`config.mk`:
```
export PLATFORM = sky130hd
export DESIGN_NAME = civ_host
export DESIGN_NICKNAME = d
export VERILOG_FILES = /design/src/hdl/civ_pkg.sv /design/src/hdl/civ_vec_buf.sv /design/src/hdl/civ_bus_cycle.sv /design/src/hdl/civ_host.sv
export SDC_FILE = /design/constraint.sdc
export NUM_CORES = 1
export LEC_CHECK = 0
export ABC_AREA = 1
export BUFFER_PORTS_ARGS = -buffer_cell sky130_fd_sc_hd__buf_2
export CAP_MARGIN = 25
export CORE_ASPECT_RATIO = 1.2
export CORE_MARGIN = 1
export CORE_UTILIZATION = 47
export DETAILED_ROUTE_END_ITERATION = 16
export PLACE_DENSITY = 0.79
export SETUP_SLACK_MARGIN = 0.3
export SLEW_MARGIN = 10
export SYNTH_ARGS = -nofsm -noshare
export SYNTH_HDL_FRONTEND = slang
export SYNTH_SLANG_ARGS = --single-unit
```
`constraint.sdc`:
```
create_clock -name clk_i -period 2.1 [get_ports clk_i]
set_clock_uncertainty 0.05 [all_clocks]
set_input_delay 0.42 -clock clk_i [delete_from_list [all_inputs] [get_ports clk_i]]
set_output_delay 0.42 -clock clk_i [all_outputs]
set_load 0.01 [all_outputs]
```
`src/hdl/civ_pkg.sv`:
```
// shared constants for the interrupt vectoring host controller
package civ_pkg;
    // restart opcode layout: 11 nnn 111
    localparam logic [1:0]  RST_OP_HI        = 2'h3;
    localparam logic [2:0]  RST_OP_LO        = 3'h7;
    localparam logic [7:0]  RST_OP_FIRST     = 8'hC7;
    localparam logic [7:0]  RST_OP_LAST      = 8'hFF;
    localparam int          RST_NUM_POS      = 3;
    localparam int          RST_ADDR_SHIFT   = 3;
    // fixed service locations of the direct host
    localparam logic [15:0] DIRECT_VEC_ZERO  = 16'h0003;
    localparam logic [15:0] DIRECT_VEC_ONE   = 16'h0013;
    // external data space reachable with the low port alone
    localparam int          LOW_SPACE_BYTES  = 256;
    // timing counts in clock cycles at 50 MHz
    localparam int          ACK_CYCLES       = 2;
    localparam int          ALE_CYCLES       = 1;
    localparam int          DATA_CYCLES      = 2;
    // reset values
    localparam logic [15:0] PC_RESET         = 16'h0000;
    localparam logic [7:0]  BYTE_RESET       = 8'h00;

    // controller states
    typedef enum logic [1:0] {
        CIV_IDLE    = 2'b00,
        CIV_WAIT    = 2'b01,
        CIV_ACK     = 2'b10,
        CIV_SERVICE = 2'b11
    } civ_state_t;

    // bus cycle states
    typedef enum logic [1:0] {
        CIV_B_IDLE = 2'b00,
        CIV_B_ADDR = 2'b01,
        CIV_B_DATA = 2'b10
    } civ_bstate_t;
endpackage

```
`src/hdl/civ_vec_buf.sv`:
```
// vector buffer gated by peripheral request and host acknowledge
`timescale 1ns/100ps
module civ_vec_buf #(
    parameter logic [7:0] VEC_OPCODE = 8'hE7
) (
    input  wire logic       clk_i,          // system clock
    input  wire logic       rst_i,          // synchronous reset
    input  wire logic       periph_irq_n_i, // peripheral request, low active
    input  wire logic       nxt_ack_n_i,    // next acknowledge level, low active
    output logic      [7:0] vbus_o,         // opcode toward data bus
    output logic            vbus_oe_o       // high while buffer drives bus
);
    logic [7:0] vbus_ff;
    logic       vbus_oe_ff;

    // enable only in the qualified acknowledge cycle, otherwise release
    always_ff @(posedge clk_i) begin
        if (rst_i) begin
            vbus_oe_ff <= 1'b0;
            vbus_ff    <= civ_pkg::BYTE_RESET;
        end else begin
            vbus_oe_ff <= ~periph_irq_n_i & ~nxt_ack_n_i; // RL15 RL16
            vbus_ff    <= (~periph_irq_n_i & ~nxt_ack_n_i) ? VEC_OPCODE
                                                          : civ_pkg::BYTE_RESET;
        end
    end

    assign vbus_o    = vbus_ff;
    assign vbus_oe_o = vbus_oe_ff;
endmodule

```
`src/hdl/civ_bus_cycle.sv`:
```
// multiplexed address/data memory cycle of the direct host
`timescale 1ns/100ps
module civ_bus_cycle #(
    parameter bit WIDE_SPACE = 1'b1
) (
    input  wire logic        clk_i,     // system clock
    input  wire logic        rst_i,     // synchronous reset
    input  wire logic        req_i,     // start a memory cycle
    input  wire logic        we_i,      // write when high
    input  wire logic [15:0] addr_i,    // cycle address
    input  wire logic [7:0]  wdata_i,   // write data
    input  wire logic [7:0]  p0_i,      // low port level
    output logic             busy_o,    // cycle in progress
    output logic             done_o,    // one-cycle end pulse
    output logic      [7:0]  rdata_o,   // read data
    output logic             ale_o,     // address latch strobe
    output logic      [7:0]  p0_o,      // low port drive value
    output logic             p0_oe_o,   // low port drive enable
    output logic      [7:0]  p2_o       // upper address byte
);
    civ_pkg::civ_bstate_t state_ff;
    logic [1:0] cnt_ff;
    logic       we_ff;
    logic [7:0] wdata_ff;
    logic       ale_ff;
    logic       done_ff;
    logic [7:0] rdata_ff;
    logic [7:0] p0_ff;
    logic       p0_oe_ff;
    logic [7:0] p2_ff;

    // address phase then data phase
    always_ff @(posedge clk_i) begin
        if (rst_i) begin
            state_ff <= civ_pkg::CIV_B_IDLE;
            cnt_ff   <= 2'h0;
            we_ff    <= 1'b0;
            wdata_ff <= civ_pkg::BYTE_RESET;
            ale_ff   <= 1'b0;
            done_ff  <= 1'b0;
            rdata_ff <= civ_pkg::BYTE_RESET;
            p0_ff    <= civ_pkg::BYTE_RESET;
            p0_oe_ff <= 1'b0;
            p2_ff    <= civ_pkg::BYTE_RESET;
        end else begin
            done_ff <= 1'b0;
            case (state_ff)
                civ_pkg::CIV_B_IDLE: begin
                    if (req_i) begin
                        state_ff <= civ_pkg::CIV_B_ADDR;
                        cnt_ff   <= 2'(civ_pkg::ALE_CYCLES - 1);
                        we_ff    <= we_i;
                        wdata_ff <= wdata_i;
                        ale_ff   <= 1'b1;                  // RL11
                        p0_ff    <= addr_i[7:0];           // RL11
                        p0_oe_ff <= 1'b1;
                        p2_ff    <= WIDE_SPACE ? addr_i[15:8]
                                               : civ_pkg::BYTE_RESET; // RL13
                    end
                end
                civ_pkg::CIV_B_ADDR: begin
                    if (cnt_ff == 2'h0) begin
                        state_ff <= civ_pkg::CIV_B_DATA;
                        cnt_ff   <= 2'(civ_pkg::DATA_CYCLES - 1);
                        ale_ff   <= 1'b0;
                        p0_ff    <= we_ff ? wdata_ff : civ_pkg::BYTE_RESET; // RL12
                        p0_oe_ff <= we_ff;                 // RL12
                    end else begin
                        cnt_ff <= cnt_ff - 2'h1;
                    end
                end
                civ_pkg::CIV_B_DATA: begin
                    if (cnt_ff == 2'h0) begin
                        state_ff <= civ_pkg::CIV_B_IDLE;
                        done_ff  <= 1'b1;
                        rdata_ff <= we_ff ? rdata_ff : p0_i;
                        p0_oe_ff <= 1'b0;
                    end else begin
                        cnt_ff <= cnt_ff - 2'h1;
                    end
                end
                default: begin
                    state_ff <= civ_pkg::CIV_B_IDLE;
                    ale_ff   <= 1'b0;
                    p0_oe_ff <= 1'b0;
                end
            endcase
        end
    end

    assign busy_o  = (state_ff != civ_pkg::CIV_B_IDLE);
    assign done_o  = done_ff;
    assign rdata_o = rdata_ff;
    assign ale_o   = ale_ff;
    assign p0_o    = p0_ff;
    assign p0_oe_o = p0_oe_ff;
    assign p2_o    = p2_ff;
endmodule

```
`src/hdl/civ_host.sv`:
```
// host side interrupt controller: direct and vectored styles
//
// Behaviour
// [RL1] peripheral pulls request low for service
// [RL2] peripheral releases request after causes cleared
// [RL3] direct host gives no acknowledge, branches
// [RL4] input zero to 0003H, one to 0013H
// [RL5] vectored host request input is active high
// [RL6] enable output high while interrupts enabled
// [RL7] finish instruction, then drive acknowledge low
// [RL8] expect one vector byte during acknowledge
// [RL9] restart opcodes C7..FF map to 0000..0038
// [RL10] load program counter with restart address
// [RL11] latch strobe captures low address first
// [RL12] low port carries data second half
// [RL13] upper address byte on second port
// [RL14] peripheral request inverted before host input
// [RL15] buffer enabled only when request and acknowledge low
// [RL16] buffer leaves data bus undriven otherwise
`timescale 1ns/100ps
module civ_host #(
    parameter logic [7:0] VEC_OPCODE = 8'hE7,  // opcode wired into the buffer
    parameter bit         WIDE_SPACE = 1'b1    // external space above 256 bytes
) (
    input  wire logic        clk_i,            // system clock
    input  wire logic        rst_i,            // synchronous reset
    input  wire logic        mode_vectored_i,  // 1 vectored style, 0 direct
    input  wire logic        ei_i,             // enable interrupts pulse
    input  wire logic        di_i,             // disable interrupts pulse
    input  wire logic        insn_done_i,      // current instruction completes
    input  wire logic        periph_irq_n_i,   // peripheral request, low active
    input  wire logic        ext_irq_zero_n_i, // direct input zero, low active
    input  wire logic        ext_irq_one_n_i,  // direct input one, low active
    input  wire logic [7:0]  vbus_i,           // resolved vector data bus
    input  wire logic        mem_req_i,        // start external memory cycle
    input  wire logic        mem_we_i,         // memory write when high
    input  wire logic [15:0] mem_addr_i,       // memory address
    input  wire logic [7:0]  mem_wdata_i,      // memory write data
    input  wire logic [7:0]  p0_i,             // low port level
    output logic             host_irq_o,       // inverted request at host input
    output logic             host_irq_enabled_o, // interrupts accepted
    output logic             host_int_ack_n_o, // acknowledge strobe, low active
    output logic      [7:0]  vbus_o,           // vector buffer drive value
    output logic             vbus_oe_o,        // vector buffer drive enable
    output logic             pc_load_o,        // program counter load pulse
    output logic      [15:0] pc_target_o,      // service routine address
    output logic             in_service_o,     // service routine running
    output logic             vec_err_o,        // pulse on non-restart vector
    output logic             mem_done_o,       // memory cycle end pulse
    output logic      [7:0]  mem_rdata_o,      // memory read data
    output logic             ale_o,            // address latch strobe
    output logic      [7:0]  p0_o,             // low port drive value
    output logic             p0_oe_o,          // low port drive enable
    output logic      [7:0]  p2_o              // upper address byte
);
    civ_pkg::civ_state_t state_ff;
    civ_pkg::civ_state_t nxt_state;
    logic        host_irq_ff;
    logic        enabled_ff;
    logic        ack_n_ff;
    logic        nxt_ack_n;
    logic [1:0]  ack_cnt_ff;
    logic        pc_load_ff;
    logic [15:0] pc_target_ff;
    logic        vec_err_ff;
    logic        direct_one_ff;
    logic        direct_req;
    logic        vec_req;
    logic        req_live;
    logic        mem_busy;

    // restart opcode check
    function automatic logic is_restart(input logic [7:0] op);
        is_restart = (op[7:6] == civ_pkg::RST_OP_HI) && (op[2:0] == civ_pkg::RST_OP_LO);
    endfunction

    // restart number times eight gives the target
    function automatic logic [15:0] restart_addr(input logic [7:0] op);
        logic [15:0] num;
        num          = {13'h0000, op[civ_pkg::RST_NUM_POS +: 3]};
        restart_addr = num << civ_pkg::RST_ADDR_SHIFT;
    endfunction

    // request as seen by each host style
    assign direct_req = ~ext_irq_zero_n_i | ~ext_irq_one_n_i;
    assign vec_req    = host_irq_ff;                              // RL5
    assign req_live   = mode_vectored_i ? vec_req : direct_req;

    // glue inverter between peripheral and vectored host input
    always_ff @(posedge clk_i) begin
        if (rst_i) begin
            host_irq_ff <= 1'b0;
        end else begin
            host_irq_ff <= ~periph_irq_n_i;                       // RL1 RL14
        end
    end

    // interrupt enable, dropped when a request is taken
    always_ff @(posedge clk_i) begin
        if (rst_i) begin
            enabled_ff <= 1'b0;
        end else if (state_ff == civ_pkg::CIV_WAIT && insn_done_i) begin
            enabled_ff <= 1'b0;
        end else if (di_i) begin
            enabled_ff <= 1'b0;
        end else if (ei_i) begin
            enabled_ff <= 1'b1;                                   // RL6
        end
    end

    // next state of the interrupt sequence
    always_comb begin
        nxt_state = state_ff;
        nxt_ack_n = ack_n_ff;
        case (state_ff)
            civ_pkg::CIV_IDLE: begin
                if (enabled_ff && req_live) begin                 // RL6
                    nxt_state = civ_pkg::CIV_WAIT;
                end
            end
            civ_pkg::CIV_WAIT: begin
                if (!req_live) begin
                    nxt_state = civ_pkg::CIV_IDLE;
                end else if (insn_done_i) begin                   // RL7
                    if (mode_vectored_i) begin
                        nxt_state = civ_pkg::CIV_ACK;
                        nxt_ack_n = 1'b0;                         // RL7
                    end else begin
                        nxt_state = civ_pkg::CIV_SERVICE;         // RL3
                    end
                end
            end
            civ_pkg::CIV_ACK: begin
                if (ack_cnt_ff == 2'h0) begin
                    nxt_ack_n = 1'b1;
                    nxt_state = is_restart(vbus_i) ? civ_pkg::CIV_SERVICE
                                                   : civ_pkg::CIV_IDLE;
                end
            end
            civ_pkg::CIV_SERVICE: begin
                if (!req_live) begin                              // RL2
                    nxt_state = civ_pkg::CIV_IDLE;
                end
            end
            default: begin
                nxt_state = civ_pkg::CIV_IDLE;
                nxt_ack_n = 1'b1;
            end
        endcase
    end

    // state, acknowledge strobe and its length counter
    always_ff @(posedge clk_i) begin
        if (rst_i) begin
            state_ff   <= civ_pkg::CIV_IDLE;
            ack_n_ff   <= 1'b1;
            ack_cnt_ff <= 2'h0;
        end else begin
            state_ff <= nxt_state;
            ack_n_ff <= nxt_ack_n;
            if (state_ff != civ_pkg::CIV_ACK) begin
                ack_cnt_ff <= 2'(civ_pkg::ACK_CYCLES - 1);
            end else if (ack_cnt_ff != 2'h0) begin
                ack_cnt_ff <= ack_cnt_ff - 2'h1;
            end
        end
    end

    // direct input priority: zero before one, caught while idle
    always_ff @(posedge clk_i) begin
        if (rst_i) begin
            direct_one_ff <= 1'b0;
        end else if (state_ff == civ_pkg::CIV_IDLE) begin
            direct_one_ff <= ext_irq_zero_n_i & ~ext_irq_one_n_i;
        end
    end

    // program counter load for both styles
    always_ff @(posedge clk_i) begin
        if (rst_i) begin
            pc_load_ff   <= 1'b0;
            pc_target_ff <= civ_pkg::PC_RESET;
            vec_err_ff   <= 1'b0;
        end else begin
            pc_load_ff <= 1'b0;
            vec_err_ff <= 1'b0;
            if (state_ff == civ_pkg::CIV_WAIT && nxt_state == civ_pkg::CIV_SERVICE) begin
                pc_load_ff   <= 1'b1;                             // RL3
                pc_target_ff <= direct_one_ff ? civ_pkg::DIRECT_VEC_ONE
                                              : civ_pkg::DIRECT_VEC_ZERO; // RL4
            end else if (state_ff == civ_pkg::CIV_ACK && ack_cnt_ff == 2'h0) begin
                if (is_restart(vbus_i)) begin                     // RL8 RL9
                    pc_load_ff   <= 1'b1;                         // RL10
                    pc_target_ff <= restart_addr(vbus_i);         // RL9 RL10
                end else begin
                    vec_err_ff <= 1'b1;
                end
            end
        end
    end

    // vector buffer fed with next acknowledge so it tracks the strobe
    civ_vec_buf #(
        .VEC_OPCODE (VEC_OPCODE)
    ) u_vec_buf (
        .clk_i          (clk_i),
        .rst_i          (rst_i),
        .periph_irq_n_i (periph_irq_n_i),
        .nxt_ack_n_i    (nxt_ack_n),                              // RL15
        .vbus_o         (vbus_o),
        .vbus_oe_o      (vbus_oe_o)
    );

    // multiplexed external memory cycles of the direct host
    civ_bus_cycle #(
        .WIDE_SPACE (WIDE_SPACE)
    ) u_bus_cycle (
        .clk_i   (clk_i),
        .rst_i   (rst_i),
        .req_i   (mem_req_i),
        .we_i    (mem_we_i),
        .addr_i  (mem_addr_i),
        .wdata_i (mem_wdata_i),
        .p0_i    (p0_i),
        .busy_o  (mem_busy),
        .done_o  (mem_done_o),
        .rdata_o (mem_rdata_o),
        .ale_o   (ale_o),
        .p0_o    (p0_o),
        .p0_oe_o (p0_oe_o),
        .p2_o    (p2_o)
    );

    // register driven outputs, with in_service_o decoded from the state register
    assign host_irq_o         = host_irq_ff;
    assign host_irq_enabled_o = enabled_ff;
    assign host_int_ack_n_o   = ack_n_ff;
    assign pc_load_o          = pc_load_ff;
    assign pc_target_o        = pc_target_ff;
    assign in_service_o       = (state_ff == civ_pkg::CIV_SERVICE);
    assign vec_err_o          = vec_err_ff;
endmodule

```
# After elaboration in Yosys (flattened, before gate mapping)
# Cells that the tools add are included.
[word_totals]
reg_bits = 75
output_inout_bits = 58
elab_cells = 116
[op_classes]
n_addsub = 2
eq_ne = 13
mux = 43
bitwise = 10
reduce_logical = 26
[ops]
columns = ["cell", "count"]
rows = [
  ["two-way mux 16 bit", 3],
  ["two-way mux 8 bit", 4],
  ["two-way mux 2 bit", 12],
  ["two-way mux 1 bit", 16],
  ["case mux 8 bit (2 select lines)", 1],
  ["AND reduction 3 bit", 5],
  ["case mux 2 bit (3 select lines)", 2],
  ["== test 2 bit (second input constant)", 5],
  ["nonzero test 2 bit", 5],
  ["zero test 2 bit", 4],
  ["case mux 2 bit (4 select lines)", 1],
  ["NOT 1 bit", 7],
  ["inequality test 2 bit (second input constant)", 3],
  ["case mux 1 bit (3 select lines)", 2],
  ["OR reduction 3 bit", 2],
  ["logical AND 1 bit", 5],
  ["two-way mux 5 bit", 1],
  ["== test 2 x 1 -> 1 bit (second input constant)", 2],
  ["inequality test 2 x 1 -> 1 bit (second input constant)", 2],
  ["AND reduction 2 bit", 2],
  ["OR reduction 2 bit", 2],
  ["subtractor 2 x 1 -> 2 bit (second input constant)", 2],
  ["== test 3 bit (second input constant)", 1],
  ["nonzero test 3 bit", 1],
  ["other kinds (3)", 4],
]

# Depth between registers and ports, before layout
# Gate-level depths: netlist (run 1).
[depth]
depth_word = 10
ltp_mapped = 13

# By module
# Synthesis (run 1) repeated with hierarchy kept, for this count alone.
[hier_totals]
cells_unflattened = 395
area_unflattened_um2 = 2839.0
[by_module_without_submodules]
columns = ["module", "instances", "cells_each", "area_per_inst_um2", "seq_area_each_um2"]
rows = [
  ["civ_bus_cycle", 1, 259, 1868.0, 800.8],
  ["civ_host", 1, 122, 869.6, 280.3],
  ["civ_vec_buf", 1, 14, 101.3, 20.0],
]

# Worst setup path after synthesis (run 1)
# OpenSTA, ideal clock, no wires.
[synth_timing]
kind = "register to register"
from = "reg state_ff[1]"
to = "reg pc_target_ff[4], in the netlist pc_target_o[4]"
setup_time_ps = 68
arrival_ps = 1429
required_ps = 1982
setup_slack_ps = 552
path_stages_with_launch = 14
n_path_buf = 0
cell_sequence = "dfxtp_1 inv_2 ha_1 inv_2 nand2_2 nand2_1 nor2_1 nor2_1 nand2_2 nand2_2 nor2_4 nand2_4 nand3_1 a21oi_2"
[synth_via]
elab_chain_len = 7
word_cells_on_any_way = 17
cone_classes = "eq/ne (4); mux (7); reduce/logical (6)"
[synth_lines]
columns = ["item", "line", "source"]
rows = [
  ["start: declaration", "civ_host.sv:56", "civ_pkg::civ_state_t state_ff;"],
  ["start signal: assignment", "civ_host.sv:155", "state_ff <= civ_pkg::CIV_IDLE;"],
  ["start signal: assignment", "civ_host.sv:159", "state_ff <= nxt_state;"],
  ["two-way mux 2 bit", "civ_host.sv:124", "end else if (insn_done_i) begin"],
  ["two-way mux 2 bit", "civ_host.sv:122", "if (!req_live) begin"],
  ["case mux 2 bit (4 select lines)", "civ_host.sv:115", "case (state_ff)"],
  ["== test 2 bit", "civ_host.sv:187", "if (state_ff == civ_pkg::CIV_WAIT && nxt_state == civ_pkg::CIV_SERVICE) begin"],
  ["logical AND 1 bit", "civ_host.sv:187", ""],
  ["nonzero test 2 bit (no line)", "--", ""],
  ["AND reduction 2 bit (no line)", "--", ""],
  ["end signal: assignment", "civ_host.sv:182", "pc_target_ff <= civ_pkg::PC_RESET;"],
  ["end signal: assignment", "civ_host.sv:189", "pc_target_ff <= direct_one_ff ? civ_pkg::DIRECT_VEC_ONE"],
  ["end signal: assignment", "civ_host.sv:194", "pc_target_ff <= restart_addr(vbus_i);"],
  ["end: declaration", "civ_host.sv:64", "logic [15:0] pc_target_ff;"],
]
# Several ways; a longest one is shown, not always the timed one.
# A chain may end at the register's enable or synchronous reset.

# Final worst setup path (run 1)
[layout_timing]
from = "reg u_bus_cycle.state_ff[1]"
to = "reg u_bus_cycle.state_ff[1]"
[layout_via]
elab_chain_len = 3
word_cells_on_any_way = 8
cone_classes = "eq/ne (5); mux (1); reduce/logical (2)"
[layout_lines]
columns = ["item", "line", "source"]
rows = [
  ["start: declaration", "civ_bus_cycle.sv:21", "civ_pkg::civ_bstate_t state_ff;"],
  ["start signal: assignment", "civ_bus_cycle.sv:35", "state_ff <= civ_pkg::CIV_B_IDLE;"],
  ["start signal: assignment", "civ_bus_cycle.sv:50", "state_ff <= civ_pkg::CIV_B_ADDR;"],
  ["start signal: assignment", "civ_bus_cycle.sv:63", "state_ff <= civ_pkg::CIV_B_DATA;"],
  ["== test 2 bit, or another cell as far along", "civ_bus_cycle.sv:47", "case (state_ff)"],
  ["inequality test 2 x 1 -> 1 bit (no line) or inequality test 2 bit (tied branches)", "--", ""],
  ["AND reduction 3 bit (no line)", "--", ""],
]
# Several ways; a longest one is shown, not always the timed one.

==> metrics.md, run 1 <==
| Metric | Value |
|---|---|
| Die ar. | 5710 µm² |
| Startpoint types | register |
| Largest net degree at the start of global routing | 24 |
| Share of cells above drive strength 1 | 34.8% |
| Worst-skew pair later-pin latency | 0.31 ns |
| Max Slew Vio Count | 0 |
| Synth Register Bits | 55 |
| Avg Cell Area, Syn | 7.78 µm² |
| CTS sink count | 55 |
| PwrDens | 1280 nW/µm² |
| Reg2reg path depth | 9 |
| Final Hold Fails | 0 |
| Tot Pwr | 4.02 mW |
| Worst vdd ir | 751 µV |
| Ys Warns | 0 |
| Ys async rst share | 0% |
| Critical Path Source | u_bus_cycle.state_ff[1] |
| Routability cong. | 0.895 |
| Top-area cell type share of the netlist area | 43.3% |
| CP Capture Point | u_bus_cycle.state_ff[1] |
| WP depth | 9 |
| Most used cell, CP | inv_1 |
| Worst r2r dst | u_bus_cycle.state_ff[1] |
| PortBufs | 95 |
| Number of I/O pins | 109 |
| Worst path slowest cell | dfxtp_1 |
| Yosys top cell by area | dfxtp_1 |
| Synthesized area | 2540 µm² |
| Router iterations before antenna repair | 4 |
| Maximum net fanout on the critical path | 4 |
| CP cell instances | inv_1 > ha_4 > clkinvlp_4 > o21ai_4 > nor2_2 > a21oi_2 > inv_1 > o21ai_1 > a21oi_1 |
| Yosys cell types | 29 |
| RSZ-0062 raised after global routing | no |
| H-tree Lvls | 2 |
| Number of antenna violations at the first check in global routing | 0 |
| CP required | 2.26 ns |
| Min-delay worst type | input pin to register |
| Max-cap viol count | 0 |
| DRT Wirelength | 5610 µm |
| Worst r2r src | u_bus_cycle.state_ff[1] |
| Most instantiated library cell after synthesis | nor2_1 |
| Total Negative Setup Slacks | 0 ns |
| Tmin final | 1.68 ns |
| Clk slew on worst S/H paths | 0.10 ns |
| CP endpoint kind | register |
| Total grt overflow | 0 |
| R2r setup slk | 0.42 ns |
| First-pass GRT wire length | 9070 µm |
| EDFF count, synth | 0 |
| Core area | 5080 µm² |
| Setup violators final | 0 |
| Vias in the first global route | 2,188 |
| CTS Buffer Depth | 2 |
| Hold_ws | 0.217 ns |
| Tcrit/Tclk final | 80.2% |
| TritonCTS clock tree | yes |
| Post-synthesis sequential area ratio | 43.3% |
| Achievable Freq | 594 MHz |
| GRT Util Overall | 19.7% |
| Residual DRC | 0 |
| Clock buffer count from CTS | 5 |
| Initial DRC count | 56 |
| Synth top area cells | dfxtp_1 (43%), nor2_1 (11%), o21ai_0 (7.7%), buf_4 (5.9%), ha_1 (5.4%) |
| Final Non-Filler Cells | 482 |
| Max incr delay on CP | 0.34 ns |
| Crit path max-delay family | compound AO/OA/AOI/OAI gates |
| Row count | 28 |
| Area growth syn-to-layout | 23.7% |
| Final nets | 483 |
| Dpl hpwl | 4230 µm |
| Cell at the root of the clock tree | clkbuf_8 |
| DRT antenna net count | 0 |
| Starting Density | 50.1% |
| Die width | 69.2 µm |
| Buf/Inv on CP | 3 |
| Status | finished, final reports clean |
| Number of antenna diodes | 0 |
| Die Height | 82.6 µm |
| Main synth FF type | dfxtp_1 |
| Dpl cells | 470 |
| Syn Inst Count | 327 |
| Lkg Pwr | 1.55 nW |
| Post-synth top cells | nor2_1 (74), dfxtp_1 (55), o21ai_0 (39) |
| DR vias | 2,372 |
| Routed len/inst | 11.6 µm |
| Hold_buf cts | 0 |
| Worst path arrival time | 1.84 ns |
| Crit Path Category | register to register |
| Post-DR vias/cell | 4.92 |
## registers in the layout (all words and copies together), names as in the netlist, 2 cells and up
register and count:
u_bus_cycle.state_ff 2, state_ff 2, u_bus_cycle.p0_o 8, u_bus_cycle.cnt_ff 2, u_bus_cycle.p2_o 8, pc_target_o 4
ack_cnt_ff 2, u_bus_cycle.wdata_ff 8, u_bus_cycle.rdata_o 8
## area by class of cell
class                   count  area, µm²
multi-input cells         225       1220
clock buffers               5       68.8
clock inverters             3       22.5
well taps                  60       75.1
flip-flops and latches     55       1100
repair buffers            103        536
inverters                  31        120
fillers                   469       1930
## worst min-delay path by stage
stage | slack, ns | start | to | cells after the start
2_1_floorplan | 0.39 | ack_cnt_ff[0] | ack_cnt_ff[0] | 2
3_3_place_gp | 0.40 | ack_cnt_ff[0] | ack_cnt_ff[0] | 2
3_5_place_dp | 0.41 | ack_cnt_ff[0] | ack_cnt_ff[0] | 2
4_1_cts | 0.21 | di_i | host_irq_enabled_o | 2
5_1_grt | 0.21 | di_i | host_irq_enabled_o | 2
6_report | 0.22 | di_i | host_irq_enabled_o | 2
## cell families (layout without fill, tap and decap cells)
logic type                 count (synthesis)  in the layout  share of synthesized area (%)
and+or+nand+nor                          129            129                           22.2
AOI/OAI and AO/OA                         72             72                           17.2
buffers and inverters                     59            142                           11.7
DFF                                       55             55                           43.3
adders and majority gates                 11             11                           5.41
other                                      1             13                          0.147
## metal layers
| layer | track usage, % | wire (µm) |
|---|---|---|
| met5 | 0 | 0 |
| met4 | 8.16 | 93 |
| met3 | 5.58 | 375 |
| met2 | 37.6 | 2860 |
| met1 | 20.4 | 2280 |
## placed cells by master, fill, tap and decap left out, types with 2 or more instances in the layout
| cell | instances |
|---|---|
| inv_2 | 9 |
| o21ai_0 | 39 |
| conb_1 | 13 |
| inv_1 | 20 |
| nand3_2 | 2 |
| dfxtp_1 | 53 |
| o21ai_1 | 3 |
| buf_2 | 95 |
| a221oi_1 | 8 |
| a21oi_2 | 4 |
| buf_4 | 8 |
| a21oi_1 | 12 |
| clkbuf_8 | 5 |
| nand2_2 | 5 |
| o2111ai_1 | 2 |
| nor2_4 | 2 |
| nand2_1 | 29 |
| dfxtp_2 | 2 |
| ha_1 | 8 |
| nand3_1 | 11 |
| nor3_1 | 2 |
| nor2_2 | 3 |
| ha_4 | 2 |
| nor2_1 | 73 |
## metrics by stage
step / cell area (µm²) / setup WS, ns / utilization (%)
after floorplan: 2590 / 0.552 / -
after global placement: 2990 / 0.387 / 58.8
after detailed placement: 2990 / 0.270 / 58.8
after CTS: 3090 / 0.359 / 60.8
after global routing: 3150 / 0.268 / 61.9
final: 3150 / 0.416 / 61.9
## power by group
| group | leakage [nW] | total [mW] | switching (mW) | internal (mW) |
|---|---|---|---|---|
| clock | 0.0485 | 0.593 | 0.354 | 0.240 |
| sequential | 0.453 | 1.52 | 0.175 | 1.35 |
| combinational | 1.05 | 1.90 | 1.15 | 0.746 |
## what timing repair did
| item | in CTS | in global routing |
|---|---|---|
| endpoints found under the setup margin | 9 | 15 |
| setup buffers | 1 | 3 |
| hold endpoints to repair | 0 | 0 |
| gates resized for setup | 1 | 10 |
| cloned | 0 | 0 |
| pin swaps | 0 | 1 |
Note: power is estimated with default switching activity, not from simulation.
==> inputs of run 2 (changes only) <==
==> constraint.sdc (replaced) <==
create_clock -name clk_i -period 1.7 [get_ports clk_i]
set_clock_uncertainty 0.05 [all_clocks]
set_input_delay 0.34 -clock clk_i [delete_from_list [all_inputs] [get_ports clk_i]]
set_output_delay 0.34 -clock clk_i [all_outputs]
set_load 0.01 [all_outputs]
==> metrics.md, run 2 (synthesized netlist as in run 1, its figures left out) <==
| Metric | Value |
|---|---|
| Status | finished, final reports clean |
| PwrDens | 1660 nW/µm² |
| Router iterations before antenna repair | 4 |
| H-tree Lvls | 2 |
| Lkg Pwr | 1.67 nW |
| Achievable Freq | 627 MHz |
| Area taken by multi-input logic gates | 1470 µm² |
| Worst Slack Setup Final | 0.106 ns |
| Initial DRC count | 105 |
| Area growth syn-to-layout | 39.5% |
| DRT antenna net count | 0 |
| Worst vdd ir | 894 µV |
| Startpoint types | register |
| Crit Path Category | register to register |
| Vias in the first global route | 2,361 |
| Tmin final | 1.59 ns |
| Residual DRC | 0 |
| PortBufs | 95 |
| DR vias | 2,469 |
| CP required | 1.87 ns |
| Min-delay worst type | input pin to register |
| Setup violators final | 0 |
| Post-DR vias/cell | 5.02 |
| Hold_buf cts | 0 |
| Max-cap viol count | 0 |
| Hold_ws | 0.135 ns |
| Tcrit/Tclk final | 93.8% |
| CP endpoint kind | register |
| Commonest non-fill, non-tap cell in the layout | buf_2 |
| Worst path arrival time | 1.76 ns |
| Routability cong. | 0.843 |
| CTS Buffer Depth | 2 |
| Number of antenna diodes | 0 |
| RSZ-0062 raised after global routing | yes |
| Maximum net fanout on the critical path | 7 |
| Final Hold Fails | 0 |
| Clock buffer count from CTS | 5 |
| Die width | 69.2 µm |
| Share of cells above drive strength 1 | 45.6% |
| Clk slew on worst S/H paths | 0.11 ns |
| Max Slew Vio Count | 0 |
| TritonCTS clock tree | yes |
| DRT Wirelength | 6310 µm |
| Routed len/inst | 12.8 µm |
| Tot Pwr | 5.87 mW |
| Final nets | 493 |
| Fill count | 389 |
| Number of antenna violations at the first check in global routing | 0 |
| CTS sink count | 55 |
| Row count | 28 |
| Cell at the root of the clock tree | clkbuf_8 |
| Core area | 5080 µm² |
| First-pass GRT wire length | 9960 µm |
| Die Height | 82.6 µm |
| Reg area | 1110 µm² |
| Number of I/O pins | 109 |
| Die ar. | 5710 µm² |
| Worst slack, placed | 0.104 ns |
| Most frequent cells in the layout | buf_2 (95), nor2_1 (70), dfxtp_1 (50) |
| GRT Util Overall | 21.9% |
| Largest net degree at the start of global routing | 31 |
| Worst-skew pair later-pin latency | 0.31 ns |
| Total grt overflow | 0 |
| Starting Density | 50.1% |
| Total Negative Setup Slacks | 0 ns |
| Dpl hpwl | 4580 µm |
-- run 2: cell types whose count changed in the layout (fill, tap and decap cells not counted), sizes merged --
cell | before | now
inv | 30 | 32
clkinvlp | 1 | 0
clkbuf | 5 | 7
buf | 103 | 113
clkinv | 3 | 0
-- run 2: cell type report --
cell class	count	area share (%)
clock buffers	7	3.03
clock inverters	1	0.247
inverters	31	3.84
flip-flops and latches	55	31.4
repair buffers	113	17.9
multi-input cells	225	41.5
well taps	60	2.12
-- run 2: power breakdown --
group | leakage (nW) | internal, mW | switching (mW)
Sequential | 0.455 | 1.69 | 0.256
Clock | 0.0600 | 0.426 | 0.449
Combinational | 1.15 | 1.30 | 1.75
Total | 1.67 | 3.42 | 2.46
-- run 2: routing by layer --
| layer | track usage, % | wire (µm) | vias up |
|---|---|---|---|
| li1 | - | - | 1245 |
| met1 | 22.8 | 2500 | 1124 |
| met2 | 42.5 | 3310 | 90 |
| met3 | 5.46 | 407 | 10 |
| met4 | 8.16 | 91 | 0 |
| met5 | 0 | 0 | - |
-- run 2: path summary, 6_finish.rpt --
check / startpoint / endpoint / slack, ns / cells past startpoint
worst max-delay path: state_ff[1] / pc_target_o[3] / 0.11 / 13
worst max register to register: state_ff[1] / pc_target_o[3] / 0.11 / 13
worst min-delay path: di_i / host_irq_enabled_o / 0.13 / 2
worst min register to register: ack_cnt_ff[0] / ack_cnt_ff[0] / 0.43 / 2
-- run 2: metrics by stage --
step / cell area, µm² / cells / utilization, %
after floorplan: 2680 / 339 / -
after global placement: 3120 / 473 / 61.4
after detailed placement: 3120 / 473 / 61.4
after CTS: 3440 / 491 / 67.6
after global routing: 3550 / 492 / 69.9
final: 3550 / 492 / 69.9
-- run 2: worst max-delay path, stage by stage, from the launching register on --
cell and delay [ns]:
dfxtp_4 0.38, inv_4 0.06, ha_4 0.16, nand2_2 0.06, nand2_1 0.06, nand2_1 0.05
nor2_1 0.10, nor2_1 0.06, nand2_2 0.08, nand2_2 0.07, nor2_4 0.11, nand2_4 0.10
nand3_1 0.10, a21oi_2 0.06
-- run 2: timing repair --
action | in CTS | in global routing
setup endpoints to repair | 35 | 37
pin swaps | 8 | 13
resized for setup | 31 | 33
setup buffers | 10 | 1
